--- config.mk ---
export PLATFORM = sky130hd
export DESIGN_NAME = phy_regs
export DESIGN_NICKNAME = d
export VERILOG_FILES = /design/src/phy_regs_pkg.sv /design/src/phy_regs.sv
export VERILOG_INCLUDE_DIRS = /design/src
export SDC_FILE = /design/constraint.sdc
export NUM_CORES = 1
export LEC_CHECK = 0
export BUFFER_PORTS_ARGS = -buffer_cell sky130_fd_sc_hd__buf_2
export CORE_ASPECT_RATIO = 1.75
export CORE_UTILIZATION = 50
export CTS_CLUSTER_DIAMETER = 200
export DETAILED_ROUTE_END_ITERATION = 16
export PLACE_DENSITY_LB_ADDON = 0.05
export SETUP_SLACK_MARGIN = 0.4
export SYNTH_ARGS = -nofsm -noshare
export SYNTH_HDL_FRONTEND = slang
export SYNTH_SLANG_ARGS = --single-unit
--- constraint.sdc ---
create_clock -name clk_i -period 3.3 [get_ports clk_i]
set_input_delay 0.165 -clock clk_i [delete_from_list [all_inputs] [get_ports clk_i]]
set_output_delay 0.165 -clock clk_i [all_outputs]
set_load 0.02 [all_outputs]
--- src/phy_regs_defs.svh ---
// Register offsets, field positions, reset values for the PHY management register bank.
// Assumes inclusion by the register bank module only.
`ifndef PHY_REGS_DEFS_SVH
`define PHY_REGS_DEFS_SVH

// ----------------------------------------
// Register indices (byte address = 4 * index)
// ----------------------------------------
`define IDX_PARTNER_ABILITY      5'h05
`define IDX_AUTONEG_EXPANSION    5'h06
`define IDX_RESERVED_LO          5'h08
`define IDX_RESERVED_HI          5'h0F
`define IDX_PHY_STATUS_CONTROL   5'h10
`define IDX_SPECIAL_LINE_CONTROL 5'h11

// ----------------------------------------
// Field positions
// ----------------------------------------
`define EXP_PD_FAULT_BIT   4
`define EXP_LP_NP_BIT      3
`define EXP_LOC_NP_BIT     2
`define EXP_PAGE_RX_BIT    1
`define EXP_LP_AN_BIT      0
`define PSC_RPD_DIS_BIT    13
`define PSC_RW_MASK        16'hF000

// ----------------------------------------
// Reset values
// ----------------------------------------
`define PSC_CTRL_RESET     16'h2000
`define SLC_RESET          16'h0000
`define PWR_DOWN_RESET     2'h3

`endif

--- src/phy_regs_pkg.sv ---
// Types shared by the PHY management register bank.
// Assumes phy_regs_defs.svh sits in the same folder.
package phy_regs_pkg;

   // Remote station advertisement as received
   typedef struct packed {
      logic       next_page;
      logic       ack;
      logic       remote_fault;
      logic [7:0] tech_ability;
      logic [4:0] selector;
   } partner_word_s;

   // Special line control fields, bit 15 down to 0
   typedef struct packed {
      logic scrambler_bypass;
      logic coder_bypass;
      logic force_h_pattern;
      logic force_34_pattern;
      logic force_link_valid;
      logic symbol_err_en;
      logic carrier_sense_dis;
      logic dyn_pwr_down_dis;
      logic an_loopback;
      logic tx_tristate;
      logic force_rev_polarity;
      logic auto_pol_dis;
      logic squelch_test_dis;
      logic ext_squelch_en;
      logic link_integrity_dis;
      logic jabber_dis;
   } line_ctrl_s;

   // Line-side status inputs
   typedef struct packed {
      logic       lp_next_page_able;
      logic       lp_an_able;
      logic       deser_in_sync;
      logic       pwr_down_100;
      logic       pwr_down_10;
      logic       rx_polarity_rev;
      logic       speed_100;
      logic       full_duplex;
   } line_status_s;

endpackage

--- src/phy_regs.sv ---
// Management register bank of a 10/100 PHY, reached over classic Wishbone.
// Assumes line-side inputs come from logic on clk_i; the address strap is a pin.
//
// Contract
// - Partner bit 15 shows remote next page
// - Partner bit 14 shows remote acknowledge
// - Partner bit 13 mirrors remote fault
// - Partner ability and selector fields, read-only
// - Expansion bit 4 latches fault, clears on read
// - Expansion bit 1 latches page, clears on read
// - Expansion bits 3,0 report partner abilities
// - Expansion bit 2 local next page, zero
// - Addresses 8 to 15 hold nothing
// - Status bit 13 disables reduced power-down
// - Status bit 11 shows deserializer sync
// - Status bits 10,9 show unit power-down
// - Status bit 8 shows receive polarity
// - Status bits 6:2 show sampled address
// - Status bits 1,0 show speed, duplex
// - Control bits 15,14 bypass scrambler, coder
// - Control bits 13,12 force test patterns
// - Control bit 11 forces link valid
// - Control bits 10,9 symbol error, carrier sense
// - Control bits 8,7 power-down, loopback
// - Control bits 6,5,4 tristate and polarity
// - Control bits 3:0 squelch, link, jabber
`timescale 1ns/100ps
`include "phy_regs_defs.svh"

module phy_regs
   import phy_regs_pkg::*;
(
   input  wire logic          clk_i,
   input  wire logic          rst_i,
   // Wishbone slave
   input  wire logic [6:0]    adr_i,
   input  wire logic [31:0]   dat_i,
   input  wire logic [3:0]    sel_i,
   input  wire logic          we_i,
   input  wire logic          cyc_i,
   input  wire logic          stb_i,
   output logic      [31:0]   dat_o,
   output logic               ack_o,
   // Auto-negotiation side
   input  wire logic          page_valid_i,
   input  wire partner_word_s page_word_i,
   input  wire logic          pd_fault_i,
   input  wire line_status_s  status_i,
   input  wire logic [4:0]    phy_addr_pin_i,
   // Controls toward the line units
   output line_ctrl_s         line_ctrl_o,
   output logic               rpd_disable_o
);

   // ----------------------------------------
   // Storage
   // ----------------------------------------
   partner_word_s partner_r;
   logic          pd_fault_r;
   logic          page_rx_r;
   logic [15:0]   psc_ctrl_r;
   line_ctrl_s    slc_r;
   logic [4:0]    addr_s1_r;
   logic [4:0]    addr_s2_r;
   logic [4:0]    addr_latched_r;
   logic          addr_taken_r;
   logic [15:0]   rd_word;
   logic [15:0]   exp_word;
   logic [15:0]   psc_word;

   // ----------------------------------------
   // Bus decode
   // ----------------------------------------
   function automatic logic hit(input logic [4:0] idx, input logic [4:0] want);
      hit = (idx == want);
   endfunction

   wire logic [4:0]  reg_idx     = adr_i[6:2];
   wire logic        req         = cyc_i && stb_i && !ack_o;
   wire logic        wr_req      = req && we_i;
   wire logic        rd_req      = req && !we_i;
   wire logic        hit_exp     = hit(reg_idx, `IDX_AUTONEG_EXPANSION);
   wire logic        hit_psc     = hit(reg_idx, `IDX_PHY_STATUS_CONTROL);
   wire logic        hit_slc     = hit(reg_idx, `IDX_SPECIAL_LINE_CONTROL);
   wire logic        exp_rd      = rd_req && hit_exp;
   wire logic [15:0] byte_mask   = {{8{sel_i[1]}}, {8{sel_i[0]}}};
   wire logic [15:0] psc_wmask   = byte_mask & `PSC_RW_MASK;
   wire logic [15:0] psc_ctrl_nxt = (psc_ctrl_r & ~psc_wmask) | (dat_i[15:0] & psc_wmask);
   wire logic [15:0] slc_nxt     = (slc_r & ~byte_mask) | (dat_i[15:0] & byte_mask);

   // Expansion word; latched flags sit at their own bit positions
   // partner abilities
   always_comb
   begin
      exp_word = 16'h0000;
      exp_word[`EXP_PD_FAULT_BIT] = pd_fault_r;
      exp_word[`EXP_LP_NP_BIT]    = status_i.lp_next_page_able;
      exp_word[`EXP_LOC_NP_BIT]   = 1'b0;
      exp_word[`EXP_PAGE_RX_BIT]  = page_rx_r;
      exp_word[`EXP_LP_AN_BIT]    = status_i.lp_an_able;
   end

   wire logic psc_unused = 1'b0;
   assign psc_word = {psc_ctrl_r[15:12], status_i.deser_in_sync, status_i.pwr_down_100,
                      status_i.pwr_down_10, status_i.rx_polarity_rev, psc_unused,
                      addr_latched_r, status_i.speed_100, status_i.full_duplex};

   // Read mux; reserved range and unmapped indices read zero
   // nothing behind 8 to 15
   always_comb
   begin
      unique case (1'b1)
         hit(reg_idx, `IDX_PARTNER_ABILITY): rd_word = partner_r;
         hit_exp:                            rd_word = exp_word;
         hit_psc:                            rd_word = psc_word;
         hit_slc:                            rd_word = slc_r;
         default:                            rd_word = 16'h0000;
      endcase
   end

   // ----------------------------------------
   // Bus handshake, one wait-free cycle
   // ----------------------------------------
   always_ff @(posedge clk_i)
   begin
      if (rst_i)
      begin
         ack_o <= 1'b0;
         dat_o <= 32'h0000_0000;
      end
      else
      begin
         ack_o <= req;
         dat_o <= rd_req ? {16'h0000, rd_word} : 32'h0000_0000;
      end
   end

   // ----------------------------------------
   // Partner advertisement capture
   // ----------------------------------------
   // latch received page word
   always_ff @(posedge clk_i)
   begin
      if (rst_i)
         partner_r <= '0;
      else if (page_valid_i)
         partner_r <= page_word_i;
   end

   // ----------------------------------------
   // Latched event flags
   // ----------------------------------------
   // fault latch, set beats read clear
   // page latch, set beats read clear
   always_ff @(posedge clk_i)
   begin
      if (rst_i)
      begin
         pd_fault_r <= 1'b0;
         page_rx_r  <= 1'b0;
      end
      else
      begin
         pd_fault_r <= pd_fault_i || (pd_fault_r && !exp_rd);
         page_rx_r  <= page_valid_i || (page_rx_r && !exp_rd);
      end
   end

   // ----------------------------------------
   // Writable registers
   // ----------------------------------------
   // power-down disable defaults to one
   always_ff @(posedge clk_i)
   begin
      if (rst_i)
         psc_ctrl_r <= `PSC_CTRL_RESET;
      else if (wr_req && hit_psc)
         psc_ctrl_r <= psc_ctrl_nxt;
   end

   always_ff @(posedge clk_i)
   begin
      if (rst_i)
         slc_r <= `SLC_RESET;
      else if (wr_req && hit_slc)
         slc_r <= slc_nxt;
   end

   // Controls leave straight from flops
   always_ff @(posedge clk_i)
   begin
      if (rst_i)
      begin
         line_ctrl_o   <= `SLC_RESET;
         rpd_disable_o <= 1'b1;
      end
      else
      begin
         line_ctrl_o   <= slc_r;
         rpd_disable_o <= psc_ctrl_r[`PSC_RPD_DIS_BIT];
      end
   end

   // ----------------------------------------
   // Address strap, synchronised then caught once after reset
   // ----------------------------------------
   // sample the address pins
   always_ff @(posedge clk_i)
   begin
      addr_s1_r <= phy_addr_pin_i;
      addr_s2_r <= addr_s1_r;
      if (rst_i)
      begin
         addr_taken_r   <= 1'b0;
         addr_latched_r <= 5'h00;
      end
      else if (!addr_taken_r)
      begin
         addr_taken_r   <= 1'b1;
         addr_latched_r <= addr_s2_r;
      end
   end

   // ----------------------------------------
   // Checks
   // ----------------------------------------
   a_fault_latch_holds: assert property (@(posedge clk_i) disable iff (rst_i)
      pd_fault_i |=> pd_fault_r)
      else $error("fault flag did not latch");

   a_page_clears_read: assert property (@(posedge clk_i) disable iff (rst_i)
      (exp_rd && !page_valid_i) |=> !page_rx_r)
      else $error("page flag not cleared by read");

   a_page_sticks: assert property (@(posedge clk_i) disable iff (rst_i)
      (page_rx_r && !exp_rd) |=> page_rx_r)
      else $error("page flag lost without read");

   a_partner_captured: assert property (@(posedge clk_i) disable iff (rst_i)
      page_valid_i |=> (partner_r == $past(page_word_i)))
      else $error("partner word not captured");

   a_slc_write_lands: assert property (@(posedge clk_i) disable iff (rst_i)
      (wr_req && hit_slc && sel_i[1:0] == 2'h3) |=> ##1 (line_ctrl_o == $past(dat_i[15:0], 2)))
      else $error("control write not reflected");

   a_rpd_follows_bit: assert property (@(posedge clk_i) disable iff (rst_i)
      ##1 rpd_disable_o == $past(psc_ctrl_r[`PSC_RPD_DIS_BIT]))
      else $error("power-down disable mismatch");

   a_reserved_zero: assert property (@(posedge clk_i) disable iff (rst_i)
      (rd_req && reg_idx >= `IDX_RESERVED_LO && reg_idx <= `IDX_RESERVED_HI)
      |=> (ack_o && dat_o == 32'h0000_0000))
      else $error("reserved range read nonzero");

   a_ro_bits_kept: assert property (@(posedge clk_i) disable iff (rst_i)
      (wr_req && hit_psc) |=> (psc_ctrl_r[11:0] == $past(psc_ctrl_r[11:0])))
      else $error("read-only status bits written");

   a_ack_one_cycle: assert property (@(posedge clk_i) disable iff (rst_i)
      ack_o |=> !ack_o)
      else $error("ack held longer than one cycle");

   // ----------------------------------------
   // Checks: read path, controls and reset
   // ----------------------------------------
   // fault read clear
   a_fault_clears_read: assert property (@(posedge clk_i) disable iff (rst_i)
      (exp_rd && !pd_fault_i) |=> !pd_fault_r)
      else $error("fault flag not cleared by read");

   a_fault_sticks: assert property (@(posedge clk_i) disable iff (rst_i)
      (pd_fault_r && !exp_rd) |=> pd_fault_r)
      else $error("fault flag lost without read");

   a_page_latch_sets: assert property (@(posedge clk_i) disable iff (rst_i)
      page_valid_i |=> page_rx_r)
      else $error("page flag did not latch");

   a_partner_fault_bit: assert property (@(posedge clk_i) disable iff (rst_i)
      page_valid_i |=> (partner_r.remote_fault == $past(page_word_i.remote_fault)))
      else $error("partner fault bit not mirrored");

   a_partner_read_back: assert property (@(posedge clk_i) disable iff (rst_i)
      (rd_req && hit(reg_idx, `IDX_PARTNER_ABILITY)) |=> (dat_o[15:0] == $past(partner_r)))
      else $error("partner word read wrong");

   a_partner_stays: assert property (@(posedge clk_i) disable iff (rst_i)
      !page_valid_i |=> $stable(partner_r))
      else $error("partner word changed without page");

   a_exp_flags_read: assert property (@(posedge clk_i) disable iff (rst_i)
      (rd_req && hit_exp) |=> (dat_o[4] == $past(pd_fault_r) && dat_o[1] == $past(page_rx_r)))
      else $error("latched flags read wrong");

   a_exp_fixed_zero: assert property (@(posedge clk_i) disable iff (rst_i)
      (rd_req && hit_exp) |=> (dat_o[15:5] == 11'h000 && !dat_o[2]))
      else $error("expansion fixed bits nonzero");

   a_exp_live_bits: assert property (@(posedge clk_i) disable iff (rst_i)
      (rd_req && hit_exp) |=> (dat_o[3] == $past(status_i.lp_next_page_able)
         && dat_o[0] == $past(status_i.lp_an_able)))
      else $error("partner ability bits read wrong");

   a_psc_ctrl_bits: assert property (@(posedge clk_i) disable iff (rst_i)
      (rd_req && hit_psc) |=> (dat_o[15:12] == $past(psc_ctrl_r[15:12])))
      else $error("status control bits read wrong");

   a_psc_status_live: assert property (@(posedge clk_i) disable iff (rst_i)
      (rd_req && hit_psc) |=> (dat_o[11] == $past(status_i.deser_in_sync)
         && dat_o[10] == $past(status_i.pwr_down_100)
         && dat_o[9] == $past(status_i.pwr_down_10)))
      else $error("sync or power bits read wrong");

   a_psc_result_live: assert property (@(posedge clk_i) disable iff (rst_i)
      (rd_req && hit_psc) |=> (dat_o[8] == $past(status_i.rx_polarity_rev)
         && dat_o[1] == $past(status_i.speed_100)
         && dat_o[0] == $past(status_i.full_duplex)))
      else $error("polarity or result bits read wrong");

   a_psc_addr_field: assert property (@(posedge clk_i) disable iff (rst_i)
      (rd_req && hit_psc) |=> (dat_o[6:2] == $past(addr_latched_r) && !dat_o[7]))
      else $error("address field read wrong");

   a_addr_held: assert property (@(posedge clk_i) disable iff (rst_i)
      addr_taken_r |=> $stable(addr_latched_r))
      else $error("sampled address moved");

   a_slc_read_back: assert property (@(posedge clk_i) disable iff (rst_i)
      (rd_req && hit_slc) |=> (dat_o[15:0] == $past(slc_r)))
      else $error("control word read wrong");

   a_slc_high_kept: assert property (@(posedge clk_i) disable iff (rst_i)
      (wr_req && hit_slc && !sel_i[1]) |=> $stable(slc_r[15:8]))
      else $error("unselected upper lane written");

   a_slc_low_kept: assert property (@(posedge clk_i) disable iff (rst_i)
      (wr_req && hit_slc && !sel_i[0]) |=> $stable(slc_r[7:0]))
      else $error("unselected lower lane written");

   a_ctrl_follows_reg: assert property (@(posedge clk_i) disable iff (rst_i)
      ##1 (line_ctrl_o == $past(slc_r)))
      else $error("line controls lag register");

   a_reset_values: assert property (@(posedge clk_i) disable iff (rst_i)
      $fell(rst_i) |-> (line_ctrl_o == 16'h0000 && rpd_disable_o
         && psc_ctrl_r == `PSC_CTRL_RESET && !pd_fault_r && !page_rx_r))
      else $error("state wrong after reset");

   a_dat_zero_idle: assert property (@(posedge clk_i) disable iff (rst_i)
      (dat_o[31:16] == 16'h0000 && (ack_o || dat_o[15:0] == 16'h0000)))
      else $error("read data outside answer");

   a_ack_follows_req: assert property (@(posedge clk_i) disable iff (rst_i)
      req |=> ack_o)
      else $error("request not acknowledged");

endmodule

# Word-level counts from Yosys, hierarchy flattened

Index checks and enable logic that the tools add are counted.

Register bits after elaboration: 116
Logic and storage cells: 78

Eq/ne operators: 4
Muxes and demuxes: 2
Bitwise operators: 9
Reduce and logical (&&, ||, !) cells: 15

Operators with widths:

| kind               | count |
|---|---|
| $and 16x16->16     | 4 |
| $pmux 16 s4        | 1 |
| $not 16->16        | 2 |
| $or 16x16->16      | 2 |
| $eq 5x3->1 const B | 2 |
| $eq 5x5->1 const B | 2 |
| $logic_and 1x1->1  | 9 |
| $logic_not 1->1    | 3 |
| $logic_or 1x1->1   | 2 |
| $reduce_or 2->1    | 1 |
| $mux 1             | 1 |
| $not 1->1          | 1 |

# Logic depth before layout (Yosys ltp)

Depth after elaboration: 7
Gate-level depth with buffers: 7
Mapped depth without buffers: 4

# Worst setup path before layout

Ideal clock, no wire load.

Path type: register to register
From: register ack_o
To: register with a tool-made name
Setup time: 128 ps
Arrival time: 1221 ps
Slack: 1951 ps
Stages on the path, launching flop included: 6
Buffers on the path: 1
Clock period less this slack: 1349 ps
Cells stage by stage: dfxtp_1 -> and4b_1 -> nand4_1 -> clkbuf_1 -> nand2_1 -> o21ai_1

RTL lines:

| what                   | line            | source |
|---|---|---|
| start, declared        | phy_regs.sv:43  | `output logic ack_o,` |
| start signal, assigned | phy_regs.sv:133 | `ack_o <= req;` |

# Worst setup path after layout

From: register ack_o
To: register dat_o[3]

Cells in the longest elaborated chain, start to end: 5

Ends and longest elaborated chain:

| what                      | line            | source |
|---|---|---|
| $logic_not 1->1           | phy_regs.sv:79  | `wire logic req = cyc_i && stb_i && !ack_o;` |
| $logic_and 1x1->1         | phy_regs.sv:79  |  |
| $logic_and 1x1->1         | phy_regs.sv:81  | `wire logic rd_req = req && !we_i;` |
| $not 1->1 (no line)       | -               |  |
| $reduce_or 2->1 (no line) | -               |  |
| end signal, assigned      | phy_regs.sv:134 | `dat_o <= rd_req ? {16'h0000, rd_word} : 32'h0000_0000;` |
| end, declared             | phy_regs.sv:42  | `output logic [31:0] dat_o,` |

No other way between the ends.
A chain may end at the register's enable or synchronous reset.

==> summary.md <==
| Metric | Value |
|---|---|
| Number of synthesized register bits | 88 |
| Htree depth | 3 |
| Average instance area after synthesis | about 11 um2 |
| Count of synthesis-stage warnings from yosys | 0 |
| Tightest Hold Check Type | in -> reg |
| Worst Clk Skew | between 0.006 and 0.007 ns |
| Mapped Area | about 3200 um2 |
| Clock tree from TritonCTS | done |
| Number of nets with antenna violations after routing | 0 |
| Arrival time reported for the critical path endpoint | a little under 2 ns |
| Compound-cell area share of the yosys netlist | 0.1024 |
| Inserted Clock Buffers | 9 |
| Worst voltage drop across the vdd grid | 296.9 uV |
| First-pass GRT wire length | ~10 mm |
| Clock latency of the later-clocked register in the worst-skew pair | 0.35 ns |
| Die Width | 62.36 um |
| Initial antenna violation count | 0 |
| DRC violation total after the first TritonRoute iteration | approximately 200 |
| Max Clk Rate | 590.1 MHz |
| Share of the synthesized area in the top cell type | 0.5526 |
| Final setup vio count | 0 |
| Post-DP HPWL | roughly 4.5 mm |
| Root buffer cell | clkbuf_8 |
| Remaining global-route overflow | 0 |
| Core box area | approximately 6200 um2 |
| Required time of the critical path | 3.57 ns |
| Outcome | completed |
| Ports | 129 |
| Largest family of logic cells by synthesized area | simple AND/OR/NAND/NOR gates |
| Final estimated routing congestion in global placement | 0.8052 |
| Count of max-cap constraint violations | 0 |
| Vertical extent of the die | roughly 110 um |
| Layout overhead on the synthesized area | 19.66% |
| Most common cell after layout, fill and taps aside | buf_2 |
| Vias after detailed routing | around 2.3k |
| Setup Crit Path Kind | reg -> reg |
| Hold_sp | dat_i[7] |
| Hold Vio Cnt, Final | 0 |
| Remaining design rule violation count | 0 |
| Most frequent cells in the layout | buf_2, dfxtp_1, nor2_1 |
| Crit path buffers/inverters | 0 |
| Count of buffers added by post-CTS timing repair for setup | 0 |
| Overall Power | 0.001870 W |
| Kind of cell adding the most delay to the critical path | simple AND/OR/NAND/NOR gates |
| Sink count of the clock tree | 88 |
| Ratio of final minimum period to clock period | 0.5135 |
| Setup repair after global routing missed its margin | false |
| Setup TNS | 0 ns |
| Standby leakage power | 1.777 nW |
| Worst slack at placement | around 1.5 ns |
| Portion of the post-synthesis area used by sequential elements | 0.5526 |
| Type of destination of the critical path | flop |
| Largest net degree at the start of global routing | 55 |
| Detail-routed net length per standard cell | 13.68 um |
| Clock-pin transition on the worst setup and hold timing paths | 0.08 ns |
| Ranking of synthesized cells by area | dfxtp_1, mux2i_1, nor2_1, buf_4, nor2b_1 |
| Fin util | 0.6172 |
| Vias in the first global route | 2,170 |
| Startpoint of the most critical register-to-register path | ack_o$_SDFF_PP0_ |
| Worst path setup slack after routing | approximately 1.6 ns |
| Startpoint kind of the worst setup timing path | flop |
| Area enclosed by the die boundary | about 6700 um2 |
| Areal power density over the cells | a little under 500 nW/um2 |
| Xor and xnor area share after synthesis | 0.002747 |
| Global routing usage summed across all routing layers | 0.2082 |
| Slowest-stage cell, CP | nand2_1 |
| Minimum period implied by the final worst setup slack | 1.695 ns |
| Net total in the final layout | approximately 470 |
| Largest fanout of any net on the critical path | 16 |
| Share of post-route cells with drive strength above 1 | 0.3125 |
| Initial core utilization | 0.5158 |
| Cell taking the most area after synthesis | dfxtp_1 |
| Filler cells | ~570 |
| Multiplexer share of the synthesized area | 0.1005 |
| Total detailed-routing wirelength | between 6 and 7 mm |
| Synth Area in Adders | 0 |
| Cells after synthesis | between 300 and 400 |
| Simple-gate area share of the yosys netlist | 0.1711 |
| Transition time of the tightest slew-check pin | a little over 0.8 ns |
| Critical Path Max Stage Delay | approximately 0.53 ns |
| Max transition margin | 0.4496 |
| Number of rows in the core area | 38 |
| CTS max path bufs | 2 |
| Detailed-route vias per instance | 4.863 |
| CP startpoint | ack_o$_SDFF_PP0_ |
| CP cell instances | nand3b_1, nor4_1, nand2_1, a21oi_1 |
| Number of antenna diodes | 0 |
| Count of different cell masters after synthesis | 37 |
| I/O Buffers | between 90 and 100 |
| Max-slew violation total from the final report | 0 |
| DR pass1 iterations | 4 |
-- cells in the mapped netlist --
library cell / count
a21oi_1: 6
a21oi_2: 6
a222oi_1: 5
a22oi_1: 4
a22oi_2: 8
a32oi_1: 2
and2_1: 1
and3_1: 1
and4b_1: 1
buf_1: 3
buf_2: 6
buf_4: 18
buf_6: 1
buf_8: 1
clkbuf_1: 3
clkinv_1: 1
conb_1: 1
dfxtp_1: 88
inv_1: 1
mux2i_1: 32
nand2_1: 25
nand2b_1: 2
nand3_1: 1
nand3b_1: 1
nand4_1: 2
nand4_2: 1
nor2_1: 42
nor2_8: 2
nor2b_1: 18
nor3_1: 4
nor3b_2: 1
nor4_1: 4
o21ai_0: 6
o21ai_1: 2
o22ai_1: 1
or3b_4: 1
xnor2_1: 1
-- final cells by class --
class                           count  area [um2]  share of cell area
Multi-Input combinational cell    196        1261              0.3306
Clock buffer                       13       148.9             0.03903
Tap cell                           80       100.1             0.02624
Inverter                            2       7.507            0.001968
Timing Repair Buffer               98       518.0              0.1358
Clock inverter                      3       17.52            0.004592
Sequential cell                    88        1762              0.4618
-- worst reg2reg max path: cells and delay by family (launching register included) --
family           cells  cell delay (ns)
AO/OA/AOI/OAI        1             0.32
flip-flops           1             0.32
AND/OR/NAND/NOR      3             0.97
-- logic make-up (layout without fill, tap and decap cells) --
group,Yosys count,count (layout)
and+or+nand+nor,107,107
xor gates and xnor gates,1,1
AOI/OAI and AO/OA,40,40
DFF,88,88
other,1,16
buffers and inverters,34,116
muxes,32,32
-- path summary, 6_finish.rpt --
| check | endpoint | slack (ns) | cells after the start |
|---|---|---|---|
| max | dat_o[3]$_SDFF_PP0_ | 1.61 | 4 |
| max reg2reg | dat_o[3]$_SDFF_PP0_ | 1.61 | 4 |
| min reg2reg | addr_s2_r[0]$_DFF_P_ | 0.33 | 0 |
| min | flop | 0.04 | 3 |
-- stage by stage --
stage               std cells  hold WS [ns]  area (um2)
CTS                       480       0.02370        3815
global placement          459        0.2689        3598
floorplan                 318        0.1927        3244
global route              480       0.02678        3815
detailed placement        459        0.2686        3598
finish                    480       0.04133        3815
-- power by group --
| part | internal (W) | leakage (nW) | switching, W |
|---|---|---|---|
| clock network | 0.000292 | 0.0834 | 0.000346 |
| logic | 0.0000551 | 0.976 | 0.0000764 |
| registers | 0.00109 | 0.718 | 0.0000134 |
-- routing by layer --
layer	global-route usage	wire, um	up-vias
li1	-	-	1184
met1	0.2129	2570	1071
met2	0.3752	3574	70
met3	0.05403	303	9
met4	0.1262	116	0
met5	0	0	-
-- repair_timing --
item	4_1_cts	5_1_grt
hold buffers	5	0
hold endpoints to repair	5	0
resized for setup	0	0
(Power assumes the default switching activity.)
